==> config.mk <==
export PLATFORM = sky130hd
export DESIGN_NAME = jcd_top
export DESIGN_NICKNAME = d
export VERILOG_FILES = /design/src/jcd_pkg.sv /design/src/jcd_tap_if.sv /design/src/jcd_top.sv /design/src/jcd_tap.sv
export VERILOG_INCLUDE_DIRS = /design/src /design/src/src
export SDC_FILE = /design/constraint.sdc
export NUM_CORES = 1
export LEC_CHECK = 0
export ABC_AREA = 1
export BUFFER_PORTS_ARGS = -buffer_cell sky130_fd_sc_hd__buf_2
export CORE_MARGIN = 2
export CORE_UTILIZATION = 45
export CTS_BUF_LIST = sky130_fd_sc_hd__clkbuf_8 sky130_fd_sc_hd__clkbuf_16
export CTS_CLUSTER_SIZE = 24
export DETAILED_ROUTE_END_ITERATION = 8
export GPL_TIMING_DRIVEN = 0
export MAX_ROUTING_LAYER = met4
export SETUP_SLACK_MARGIN = 0.5
export SKIP_LAST_GASP = 1
export SYNTH_ARGS = -nofsm -noshare
export SYNTH_HDL_FRONTEND = slang
export SYNTH_HIERARCHICAL = 1
export SYNTH_SLANG_ARGS = --single-unit
==> constraint.sdc <==
create_clock -name clk_sys_i -period 2.6 [get_ports clk_sys_i]
set_input_delay 0.39 -clock clk_sys_i [delete_from_list [all_inputs] [get_ports clk_sys_i]]
set_output_delay 0.39 -clock clk_sys_i [all_outputs]
set_load 0.01 [all_outputs]
==> src/jcd_regs.svh <==
// Constants for the scan chain and debug synchronisation block.
`ifndef JCD_REGS_SVH
`define JCD_REGS_SVH
`define JCD_DR_W 32
`define JCD_LEN_W 6
`define JCD_IR_W 4
`define JCD_IR_EXTEST 4'h0
`define JCD_IR_DEVICE_IDENTIFICATION_WORD 4'h1
`define JCD_IR_SAMPLE 4'h2
`define JCD_IR_ACCESS 4'h3
`define JCD_IR_USERCODE 4'h8
`define JCD_IR_BYPASS 4'hF
`define JCD_IR_CAPTURE 4'h1
`define JCD_LEN_ID 6'h20
`define JCD_LEN_ONE 6'h01
`define JCD_BSR_W 8
`define JCD_LEN_BSR 6'h08
`define JCD_SYNC_W 16
`define JCD_SYNC_RST 16'h0010
`define JCD_SY_TCK 0
`define JCD_SY_TMS 1
`define JCD_SY_TDI 2
`define JCD_SY_TRST 3
`define JCD_SY_DBG 4
`define JCD_SY_LOCK 5
`define JCD_SY_MODE_LSB 6
`define JCD_SY_PIN_LSB 8
`define JCD_SEC_NO_JTAG 0
`define JCD_SEC_NO_OTP 13
`define JCD_SEC_NO_DBG 14
`define JCD_UID_MSB 31
`define JCD_UID_LSB 22
`define JCD_UNUSED_W 4
`define JCD_REV_W 18
`define JCD_TGT_TILE 2'h0
`define JCD_TGT_SWITCH 2'h1
`define JCD_TGT_OTP 2'h2
`define JCD_ACC_W 30
`endif

==> src/jcd_pkg.sv <==
// Types shared by the scan chain modules.
package jcd_pkg;
  `include "jcd_regs.svh"

  typedef enum logic [3:0] {
    JCD_TLR = 4'hF, JCD_RTI = 4'hC, JCD_SELDR = 4'h7, JCD_CAPDR = 4'h6,
    JCD_SHDR = 4'h2, JCD_EX1DR = 4'h1, JCD_PSDR = 4'h3, JCD_EX2DR = 4'h0,
    JCD_UPDR = 4'h5, JCD_SELIR = 4'h4, JCD_CAPIR = 4'hE, JCD_SHIR = 4'hA,
    JCD_EX1IR = 4'h9, JCD_PSIR = 4'hB, JCD_EX2IR = 4'h8, JCD_UPIR = 4'hD
  } jcd_tap_state_t;

  typedef struct packed {
    jcd_tap_state_t st;
    logic [`JCD_IR_W-1:0] ir;
    logic [`JCD_IR_W-1:0] ish;
    logic [`JCD_DR_W-1:0] sh;
    logic tdo;
    logic shifting;
  } jcd_tap_st_t;

  typedef struct packed {
    logic [`JCD_SYNC_W-1:0] s1;
    logic [`JCD_SYNC_W-1:0] s2;
    logic tck_q;
    logic tdo;
    logic tdo_oen;
    logic dbg_oen;
    logic dbg_req;
    logic boot_go;
    logic [1:0] boot_mode;
    logic acc_valid;
    logic [1:0] acc_tgt;
    logic acc_wr;
    logic [`JCD_ACC_W-2:0] acc_word;
    logic refused;
    logic [`JCD_BSR_W-1:0] bsr;
    logic pin_oen;
  } jcd_top_st_t;
endpackage : jcd_pkg

==> src/jcd_tap_if.sv <==
// Link between the top and one scan controller.
`timescale 1ns/10ps
`include "jcd_regs.svh"
interface jcd_tap_if;
  import jcd_pkg::*;
  logic tck_rise;
  logic tck_fall;
  logic tms;
  logic tdi;
  logic trst_n;
  logic [`JCD_DR_W-1:0] dr_in;
  logic [`JCD_LEN_W-1:0] dr_len;
  logic tdo;
  logic shifting;
  logic tlr;
  logic capture_dr;
  logic update_dr;
  logic [`JCD_IR_W-1:0] ir;
  logic [`JCD_DR_W-1:0] dr_out;
  modport tap(input tck_rise, tck_fall, tms, tdi, trst_n, dr_in, dr_len,
    output tdo, shifting, tlr, capture_dr, update_dr, ir, dr_out);
  modport ctl(output tck_rise, tck_fall, tms, tdi, trst_n, dr_in, dr_len,
    input tdo, shifting, tlr, capture_dr, update_dr, ir, dr_out);
endinterface : jcd_tap_if

==> src/jcd_top.sv <==
// Two-controller scan chain with identification words and debug sync pin.
`timescale 1ns/10ps
`include "jcd_regs.svh"
// Operation
// - After reset each tile shows a boundary controller then a chip controller.
// - The boundary controller follows the standard state machine and scans pins.
// - The chip controller reaches tile, switch and one-time memory.
// - Test reset low keeps the whole scan logic in reset, indefinitely.
// - Output mode leaves debug pin floating, pulls it low at a breakpoint.
// - Input mode enters debug when an outside agent pulls the pin low.
// - Software chooses input or output use and enables each behaviour.
// - Identification instruction selects a 32-bit read-only identification word.
// - User-code instruction selects a 32-bit read-only user code word.
// - User ID field comes from security bits 31 to 22, zero when blank.
// - Global reset is active low and asserts asynchronously.
// - After reset release, boot starts only once the clock generator locks.
// - Security bit 0 blocks scan access to tile state and memory.
// - Security bit 13 refuses scan reads and writes of one-time memory.
// - Security bit 14 disables all use of the debug pin.
module jcd_top
  import jcd_pkg::*;
#(
  // Identity values below are arbitrary.
  parameter logic [3:0] ID_VERSION = 4'h1,
  parameter logic [15:0] ID_PART = 16'h1234,
  parameter logic [10:0] ID_MAKER = 11'h155,
  parameter logic [`JCD_REV_W-1:0] SIL_REV = 18'h00001
) (
  // Clock and reset.
  input wire logic clk_sys_i,
  input wire logic nrst_i,
  // Scan pins.
  input wire logic tck_i,
  input wire logic tms_i,
  input wire logic tdi_i,
  input wire logic trst_n_i,
  output logic tdo_o,
  output logic tdo_oen_o,
  // Debug synchronisation pin and its software controls.
  input wire logic debug_i,
  output logic debug_o,
  output logic debug_oen_o,
  input wire logic dbg_out_en_i,
  input wire logic dbg_in_en_i,
  input wire logic bp_hit_i,
  output logic dbg_req_o,
  // Security word and boot control.
  input wire logic [`JCD_DR_W-1:0] sec_reg_i,
  input wire logic pll_lock_i,
  input wire logic [1:0] boot_mode_i,
  output logic boot_go_o,
  output logic [1:0] boot_mode_o,
  // Chip access port towards tile, switch and one-time memory.
  output logic acc_valid_o,
  output logic [1:0] acc_tgt_o,
  output logic acc_wr_o,
  output logic [`JCD_ACC_W-2:0] acc_word_o,
  input wire logic [`JCD_DR_W-2:0] acc_rdata_i,
  // Boundary scan pins.
  input wire logic [`JCD_BSR_W-1:0] pins_i,
  output logic [`JCD_BSR_W-1:0] pins_o,
  output logic pins_oen_o
);
  localparam logic [`JCD_DR_W-1:0] ID_WORD = {ID_VERSION, ID_PART, ID_MAKER, 1'b1};
  // The debug pin idles high, so its synchroniser starts high and no request follows reset.
  localparam jcd_top_st_t TOP_RST = '{s1: `JCD_SYNC_RST, s2: `JCD_SYNC_RST, tdo_oen: 1'b1,
                                      dbg_oen: 1'b1, pin_oen: 1'b1, default: '0};

  jcd_top_st_t r_reg;
  jcd_top_st_t r_next;
  logic tck_rise;
  logic tck_fall;
  logic refuse;
  logic [`JCD_DR_W-1:0] user_word;

  jcd_tap_if bs_if ();
  jcd_tap_if ch_if ();

  // Boundary controller first, then the chip controller, in the chain.
  jcd_tap u_bs_tap (
    .clk_sys_i(clk_sys_i),
    .nrst_i(nrst_i),
    .bus(bs_if.tap)
  );
  jcd_tap u_ch_tap (
    .clk_sys_i(clk_sys_i),
    .nrst_i(nrst_i),
    .bus(ch_if.tap)
  );

  assign tck_rise = r_reg.s2[`JCD_SY_TCK] && !r_reg.tck_q;
  assign tck_fall = !r_reg.s2[`JCD_SY_TCK] && r_reg.tck_q;
  assign user_word = {sec_reg_i[`JCD_UID_MSB:`JCD_UID_LSB], {`JCD_UNUSED_W{1'b0}},
                      SIL_REV};

  assign bs_if.tck_rise = tck_rise;
  assign bs_if.tck_fall = tck_fall;
  assign bs_if.tms = r_reg.s2[`JCD_SY_TMS];
  assign bs_if.tdi = r_reg.s2[`JCD_SY_TDI];
  assign bs_if.trst_n = r_reg.s2[`JCD_SY_TRST];
  assign ch_if.tck_rise = tck_rise;
  assign ch_if.tck_fall = tck_fall;
  assign ch_if.tms = r_reg.s2[`JCD_SY_TMS];
  assign ch_if.tdi = bs_if.tdo;
  assign ch_if.trst_n = r_reg.s2[`JCD_SY_TRST];

  always_comb begin
    unique case (bs_if.ir)
      `JCD_IR_DEVICE_IDENTIFICATION_WORD: begin
        bs_if.dr_in = ID_WORD;
        bs_if.dr_len = `JCD_LEN_ID;
      end
      `JCD_IR_USERCODE: begin
        bs_if.dr_in = user_word;
        bs_if.dr_len = `JCD_LEN_ID;
      end
      `JCD_IR_EXTEST, `JCD_IR_SAMPLE: begin
        bs_if.dr_in = {{(`JCD_DR_W-`JCD_BSR_W){1'b0}}, r_reg.s2[`JCD_SYNC_W-1:`JCD_SY_PIN_LSB]};
        bs_if.dr_len = `JCD_LEN_BSR;
      end
      default: begin
        bs_if.dr_in = '0;
        bs_if.dr_len = `JCD_LEN_ONE;
      end
    endcase
    unique case (ch_if.ir)
      `JCD_IR_DEVICE_IDENTIFICATION_WORD: begin
        ch_if.dr_in = ID_WORD;
        ch_if.dr_len = `JCD_LEN_ID;
      end
      `JCD_IR_ACCESS: begin
        ch_if.dr_in = {r_reg.refused, acc_rdata_i};
        ch_if.dr_len = `JCD_LEN_ID;
      end
      default: begin
        ch_if.dr_in = '0;
        ch_if.dr_len = `JCD_LEN_ONE;
      end
    endcase
  end

  // Access word: target in the top two bits, then write flag, then payload.
  assign refuse = sec_reg_i[`JCD_SEC_NO_JTAG] ||
                  (sec_reg_i[`JCD_SEC_NO_OTP] &&
                   ch_if.dr_out[`JCD_DR_W-1 -: 2] == `JCD_TGT_OTP);

  always_comb begin
    r_next = r_reg;
    // Every pin passes two flops before use; only the second is looked at.
    r_next.s1 = {pins_i, boot_mode_i, pll_lock_i, debug_i, trst_n_i, tdi_i, tms_i, tck_i};
    r_next.s2 = r_reg.s1;
    r_next.tck_q = r_reg.s2[`JCD_SY_TCK];
    r_next.tdo = ch_if.tdo;
    r_next.tdo_oen = !(bs_if.shifting || ch_if.shifting);
    // Drive low only on a breakpoint; otherwise the pin floats high.
    r_next.dbg_oen = !(dbg_out_en_i && bp_hit_i &&
                       !sec_reg_i[`JCD_SEC_NO_DBG]);
    r_next.dbg_req = dbg_in_en_i && !r_reg.s2[`JCD_SY_DBG] &&
                     !sec_reg_i[`JCD_SEC_NO_DBG];
    if (!r_reg.boot_go && r_reg.s2[`JCD_SY_LOCK]) begin
      r_next.boot_go = 1'b1;
      r_next.boot_mode = r_reg.s2[`JCD_SY_MODE_LSB +: 2];
    end
    r_next.acc_valid = 1'b0;
    if (ch_if.update_dr && ch_if.ir == `JCD_IR_ACCESS) begin
      r_next.acc_valid = !refuse;
      r_next.refused = refuse;
      r_next.acc_tgt = ch_if.dr_out[`JCD_DR_W-1 -: 2];
      r_next.acc_wr = ch_if.dr_out[`JCD_ACC_W-1];
      r_next.acc_word = ch_if.dr_out[`JCD_ACC_W-2:0];
    end
    if (bs_if.update_dr && (bs_if.ir == `JCD_IR_EXTEST || bs_if.ir == `JCD_IR_SAMPLE)) begin
      r_next.bsr = bs_if.dr_out[`JCD_BSR_W-1:0];
    end
    r_next.pin_oen = (bs_if.ir != `JCD_IR_EXTEST);
    if (!r_reg.s2[`JCD_SY_TRST]) begin
      r_next.pin_oen = 1'b1;
      r_next.acc_valid = 1'b0;
    end
  end

  // Assertion of the global reset is immediate; release waits for a clock edge.
  always_ff @(posedge clk_sys_i or negedge nrst_i) begin
    if (!nrst_i) begin
      r_reg <= TOP_RST;
    end else begin
      r_reg <= r_next;
    end
  end

  assign tdo_o = r_reg.tdo;
  assign tdo_oen_o = r_reg.tdo_oen;
  assign debug_o = 1'b0;
  assign debug_oen_o = r_reg.dbg_oen;
  assign dbg_req_o = r_reg.dbg_req;
  assign boot_go_o = r_reg.boot_go;
  assign boot_mode_o = r_reg.boot_mode;
  assign acc_valid_o = r_reg.acc_valid;
  assign acc_tgt_o = r_reg.acc_tgt;
  assign acc_wr_o = r_reg.acc_wr;
  assign acc_word_o = r_reg.acc_word;
  assign pins_o = r_reg.bsr;
  assign pins_oen_o = r_reg.pin_oen;
endmodule : jcd_top

==> src/jcd_tap.sv <==
// One test access port controller with instruction and data shifters.
`timescale 1ns/10ps
`include "jcd_regs.svh"
module jcd_tap
  import jcd_pkg::*;
(
  // Clock and reset.
  input wire logic clk_sys_i,
  input wire logic nrst_i,
  // Controller link.
  jcd_tap_if.tap bus
);
  jcd_tap_st_t r_reg;
  jcd_tap_st_t r_next;
  logic [`JCD_DR_W-1:0] tmp;

  function automatic jcd_tap_state_t jcd_step(jcd_tap_state_t s, logic m);
    unique case (s)
      JCD_TLR: jcd_step = m ? JCD_TLR : JCD_RTI;
      JCD_RTI: jcd_step = m ? JCD_SELDR : JCD_RTI;
      JCD_SELDR: jcd_step = m ? JCD_SELIR : JCD_CAPDR;
      JCD_CAPDR: jcd_step = m ? JCD_EX1DR : JCD_SHDR;
      JCD_SHDR: jcd_step = m ? JCD_EX1DR : JCD_SHDR;
      JCD_EX1DR: jcd_step = m ? JCD_UPDR : JCD_PSDR;
      JCD_PSDR: jcd_step = m ? JCD_EX2DR : JCD_PSDR;
      JCD_EX2DR: jcd_step = m ? JCD_UPDR : JCD_SHDR;
      JCD_UPDR: jcd_step = m ? JCD_SELDR : JCD_RTI;
      JCD_SELIR: jcd_step = m ? JCD_TLR : JCD_CAPIR;
      JCD_CAPIR: jcd_step = m ? JCD_EX1IR : JCD_SHIR;
      JCD_SHIR: jcd_step = m ? JCD_EX1IR : JCD_SHIR;
      JCD_EX1IR: jcd_step = m ? JCD_UPIR : JCD_PSIR;
      JCD_PSIR: jcd_step = m ? JCD_EX2IR : JCD_PSIR;
      JCD_EX2IR: jcd_step = m ? JCD_UPIR : JCD_SHIR;
      JCD_UPIR: jcd_step = m ? JCD_SELDR : JCD_RTI;
    endcase
  endfunction : jcd_step

  always_comb begin
    tmp = '0;
    r_next = r_reg;
    if (!bus.trst_n) begin
      // A held test reset keeps the controller parked, however long.
      r_next.st = JCD_TLR;
      r_next.ir = `JCD_IR_DEVICE_IDENTIFICATION_WORD;
      r_next.shifting = 1'b0;
    end else begin
      if (bus.tck_rise) begin
        r_next.st = jcd_step(r_reg.st, bus.tms);
        unique case (r_reg.st)
          JCD_TLR: r_next.ir = `JCD_IR_DEVICE_IDENTIFICATION_WORD;
          JCD_CAPDR: r_next.sh = bus.dr_in;
          JCD_SHDR: begin
            tmp = r_reg.sh >> 1;
            tmp[5'(bus.dr_len - `JCD_LEN_ONE)] = bus.tdi;
            r_next.sh = tmp;
          end
          JCD_CAPIR: r_next.ish = `JCD_IR_CAPTURE;
          JCD_SHIR: r_next.ish = {bus.tdi, r_reg.ish[`JCD_IR_W-1:1]};
          JCD_UPIR: r_next.ir = r_reg.ish;
          default: r_next.ish = r_reg.ish;
        endcase
      end
      if (bus.tck_fall) begin
        // Output changes on the falling edge so the next stage samples it stable.
        r_next.tdo = (r_reg.st == JCD_SHIR) ? r_reg.ish[0] : r_reg.sh[0];
        r_next.shifting = (r_reg.st == JCD_SHIR) || (r_reg.st == JCD_SHDR);
      end
    end
  end

  always_ff @(posedge clk_sys_i or negedge nrst_i) begin
    if (!nrst_i) begin
      r_reg <= '{st: JCD_TLR, ir: `JCD_IR_DEVICE_IDENTIFICATION_WORD, default: '0};
    end else begin
      r_reg <= r_next;
    end
  end

  assign bus.tdo = r_reg.tdo;
  assign bus.shifting = r_reg.shifting;
  assign bus.tlr = (r_reg.st == JCD_TLR);
  assign bus.ir = r_reg.ir;
  assign bus.dr_out = r_reg.sh;
  assign bus.capture_dr = bus.tck_rise && bus.trst_n && (r_reg.st == JCD_CAPDR);
  assign bus.update_dr = bus.tck_rise && bus.trst_n && (r_reg.st == JCD_UPDR);
endmodule : jcd_tap

==> run summary <==
Critical Path RT: 2910 ps
Cell Rows: 54
Post-place setup slack: 110.9 ps
Die area: 23410 µm²
Final core area utilization: 55.31%
Via-per-instance ratio: 5.027
FF/Latch Area: 4399 µm²
Vert. Die Dim: 153 µm
Clock latency on the worst-skew pair: 440 ps
Worst Path Max Fanout: 6
Worst-Margin Slew: 643.4 ps
Crit start category: flip-flop
Worst setup EP type: flip-flop
Nets: 1561
Slew Limit Fails: 0
CTS root buffer: clkbuf_16
WL met1: 13380 µm
Cell Count, Final, Fillers Out: 1770
Initial Utilization: 45.78%
Pin count of the biggest net entering global routing: 98
Max Used Layer: met4
Routed WL: 27200 µm
Die width: 153 µm
Final setup fails: 0
H-tree Lvls: 4
Synth Warn #: 6
Period utilization: 82.37%
FILL cells: 2109
# placed instances: 1703
GP Congestion: 0.9019
Slew HR: 57.11%
Antenna cells: 0
Final Hold Vio Count: 0
Power per Cell Area: 689.4 nW/µm²
Worst hold path type: in2reg
Arrival time worst endpoint: 2450 ps
Vias in the first global route: 8462
Drt wl/cell: 15.37 µm
DRT antenna net count: 0
Detailed route wirelength on metal2: 11960 µm
Antenna violations before repair: 0
Setup CP Type: reg2reg
Top Ports: 134
Via count: 8897
Maximum clock rate: 466.9 MHz
Clock buffer depth: 2
Clk sinks: 175
Tmin final: 2142 ps
Leakage power: 6.210 nW
Port buffer count: 113
Status: completed
Drt drc: 0
Post-detail-place hpwl: 19120 µm
Clock-pin slew on the worst setup and hold paths: 80 ps
CTS Buf Count: 17
Worst VDD drop: 0.0004372 V
Worst Skew: 15.34 ps
First-pass GRT wire length: 44280 µm
GRT Util Overall: 24.27%
TritonCTS clock tree: yes
Post-synthesis average cell area: 7.787 µm²
Synthesized cell area: 9991 µm²
DR WL met3: 1380 µm
Area Growth Syn to Fin: 20.81%
Worst Hold Margin: 45.61 ps
Area of the multi-input gates: 4194 µm²
Global route total overflow: 0
DR iter-0 viols: 763
Detailed Routing Iterations Pass 1: 7
RSZ-0062 raised after global routing: true
Reg-to-reg slack, setup: 460 ps
Max-cap violations: 0
Crit path setup slack, layout: 458.4 ps
Mapped Cells: 1283
Share of cells above drive strength 1: 26.31%
Core area: 21820 µm²
## cells in the final DEF (no fill, tap or decap), types with 4 or more instances in the layout
cell type  instances
nor2_4            10
nor2_1           122
nand3_1          142
inv_8              5
buf_2            128
o21ai_1            4
nand2_4           16
dfstp_2           15
o22ai_1            6
mux2_2             4
dfrtp_1          159
nand2_1          244
nand2_2           16
nand4_1           34
inv_1            138
inv_2             10
clkinv_8           5
clkbuf_8          10
nor2_2             4
conb_1            27
o21ai_0           26
buf_6              7
a21oi_1          120
a22oi_1            6
o21bai_1          32
o211ai_1           8
clkbuf_16         17
buf_4            126
clkbuf_1           8
## worst max-delay path, cell delays in order (launching register included)
cell	delay (ps)
dfstp_2	540
buf_6	110
inv_4	40
nor2_4	80
nand2_2	70
nand2_2	80
nor2_4	50
nor2_4	200
nand2_4	120
nand2_4	80
nand2_4	60
nor2_4	160
nand2_2	100
inv_2	80
nand3_2	60
nand3_1	100
nand3_1	70
## final timing paths
| check | startpoint | end | depth (start not counted) |
|---|---|---|---|
| max | u_bs_tap/bus.ir[0]$_DFFE_PN1P_ | u_bs_tap/bus.dr_out[4]$_DFFE_PN0P_ | 16 |
| min in group asynchronous | nrst_i | u_bs_tap/bus.dr_out[27]$_DFFE_PN0P_ | 2 |
| max in group asynchronous | nrst_i | u_ch_tap/r_reg[42]$_DFFE_PN1P_ | 3 |
| min reg2reg | r_next[57]$_DFF_PN0_ | r_reg[57]$_DFF_PN0_ | 0 |
| min | pins_i[0] | r_next[59]$_DFF_PN0_ | 1 |
| max reg2reg | u_bs_tap/bus.ir[0]$_DFFE_PN1P_ | u_bs_tap/bus.dr_out[4]$_DFFE_PN0P_ | 16 |
## layer usage
layer	vias to the layer above	global-route usage (%)
met1	4180	35.57
met4	0	6.393
met2	235	35.36
met5	-	-
met3	33	3.544
li1	4449	-
## report_power, final
group,switching [mW],internal [mW],leakage [nW]
clock,1.29,1.40,0.305
sequential,0.348,3.20,2.16
combinational,1.11,0.974,3.74
total,2.75,5.57,6.21
## timing repair
| item | CTS | global route |
|---|---|---|
| pin swaps | 15 | 23 |
| hold endpoints to repair | 75 | 0 |
| setup buffers | 14 | 20 |
| hold buffers | 1 | 0 |
| gates resized for setup | 20 | 26 |
| endpoints found under the setup margin | 101 | 83 |
## cell type report
cell class / count / area share (%)
Clock inverter: 15 / 1.648
Sequential cell: 175 / 36.45
Inverter: 153 / 4.810
Timing Repair Buffer: 149 / 7.225
Buffer: 139 / 8.697
Multi-Input combinational cell: 842 / 34.75
Tap cell: 280 / 2.902
Clock buffer: 17 / 3.524
## through the flow
| step | cell area, µm² | setup TNS (ps) | power, mW |
|---|---|---|---|
| after floorplan | 10090 | 0 | 5.004 |
| after global placement | 11000 | -294090 | 5.505 |
| after detailed placement | 11040 | 0 | 5.542 |
| final | 12070 | 0 | 8.321 |
| after global routing | 12070 | 0 | 8.783 |
| after CTS | 11840 | 0 | 8.287 |
Note: power is estimated with default switching activity, not from simulation.
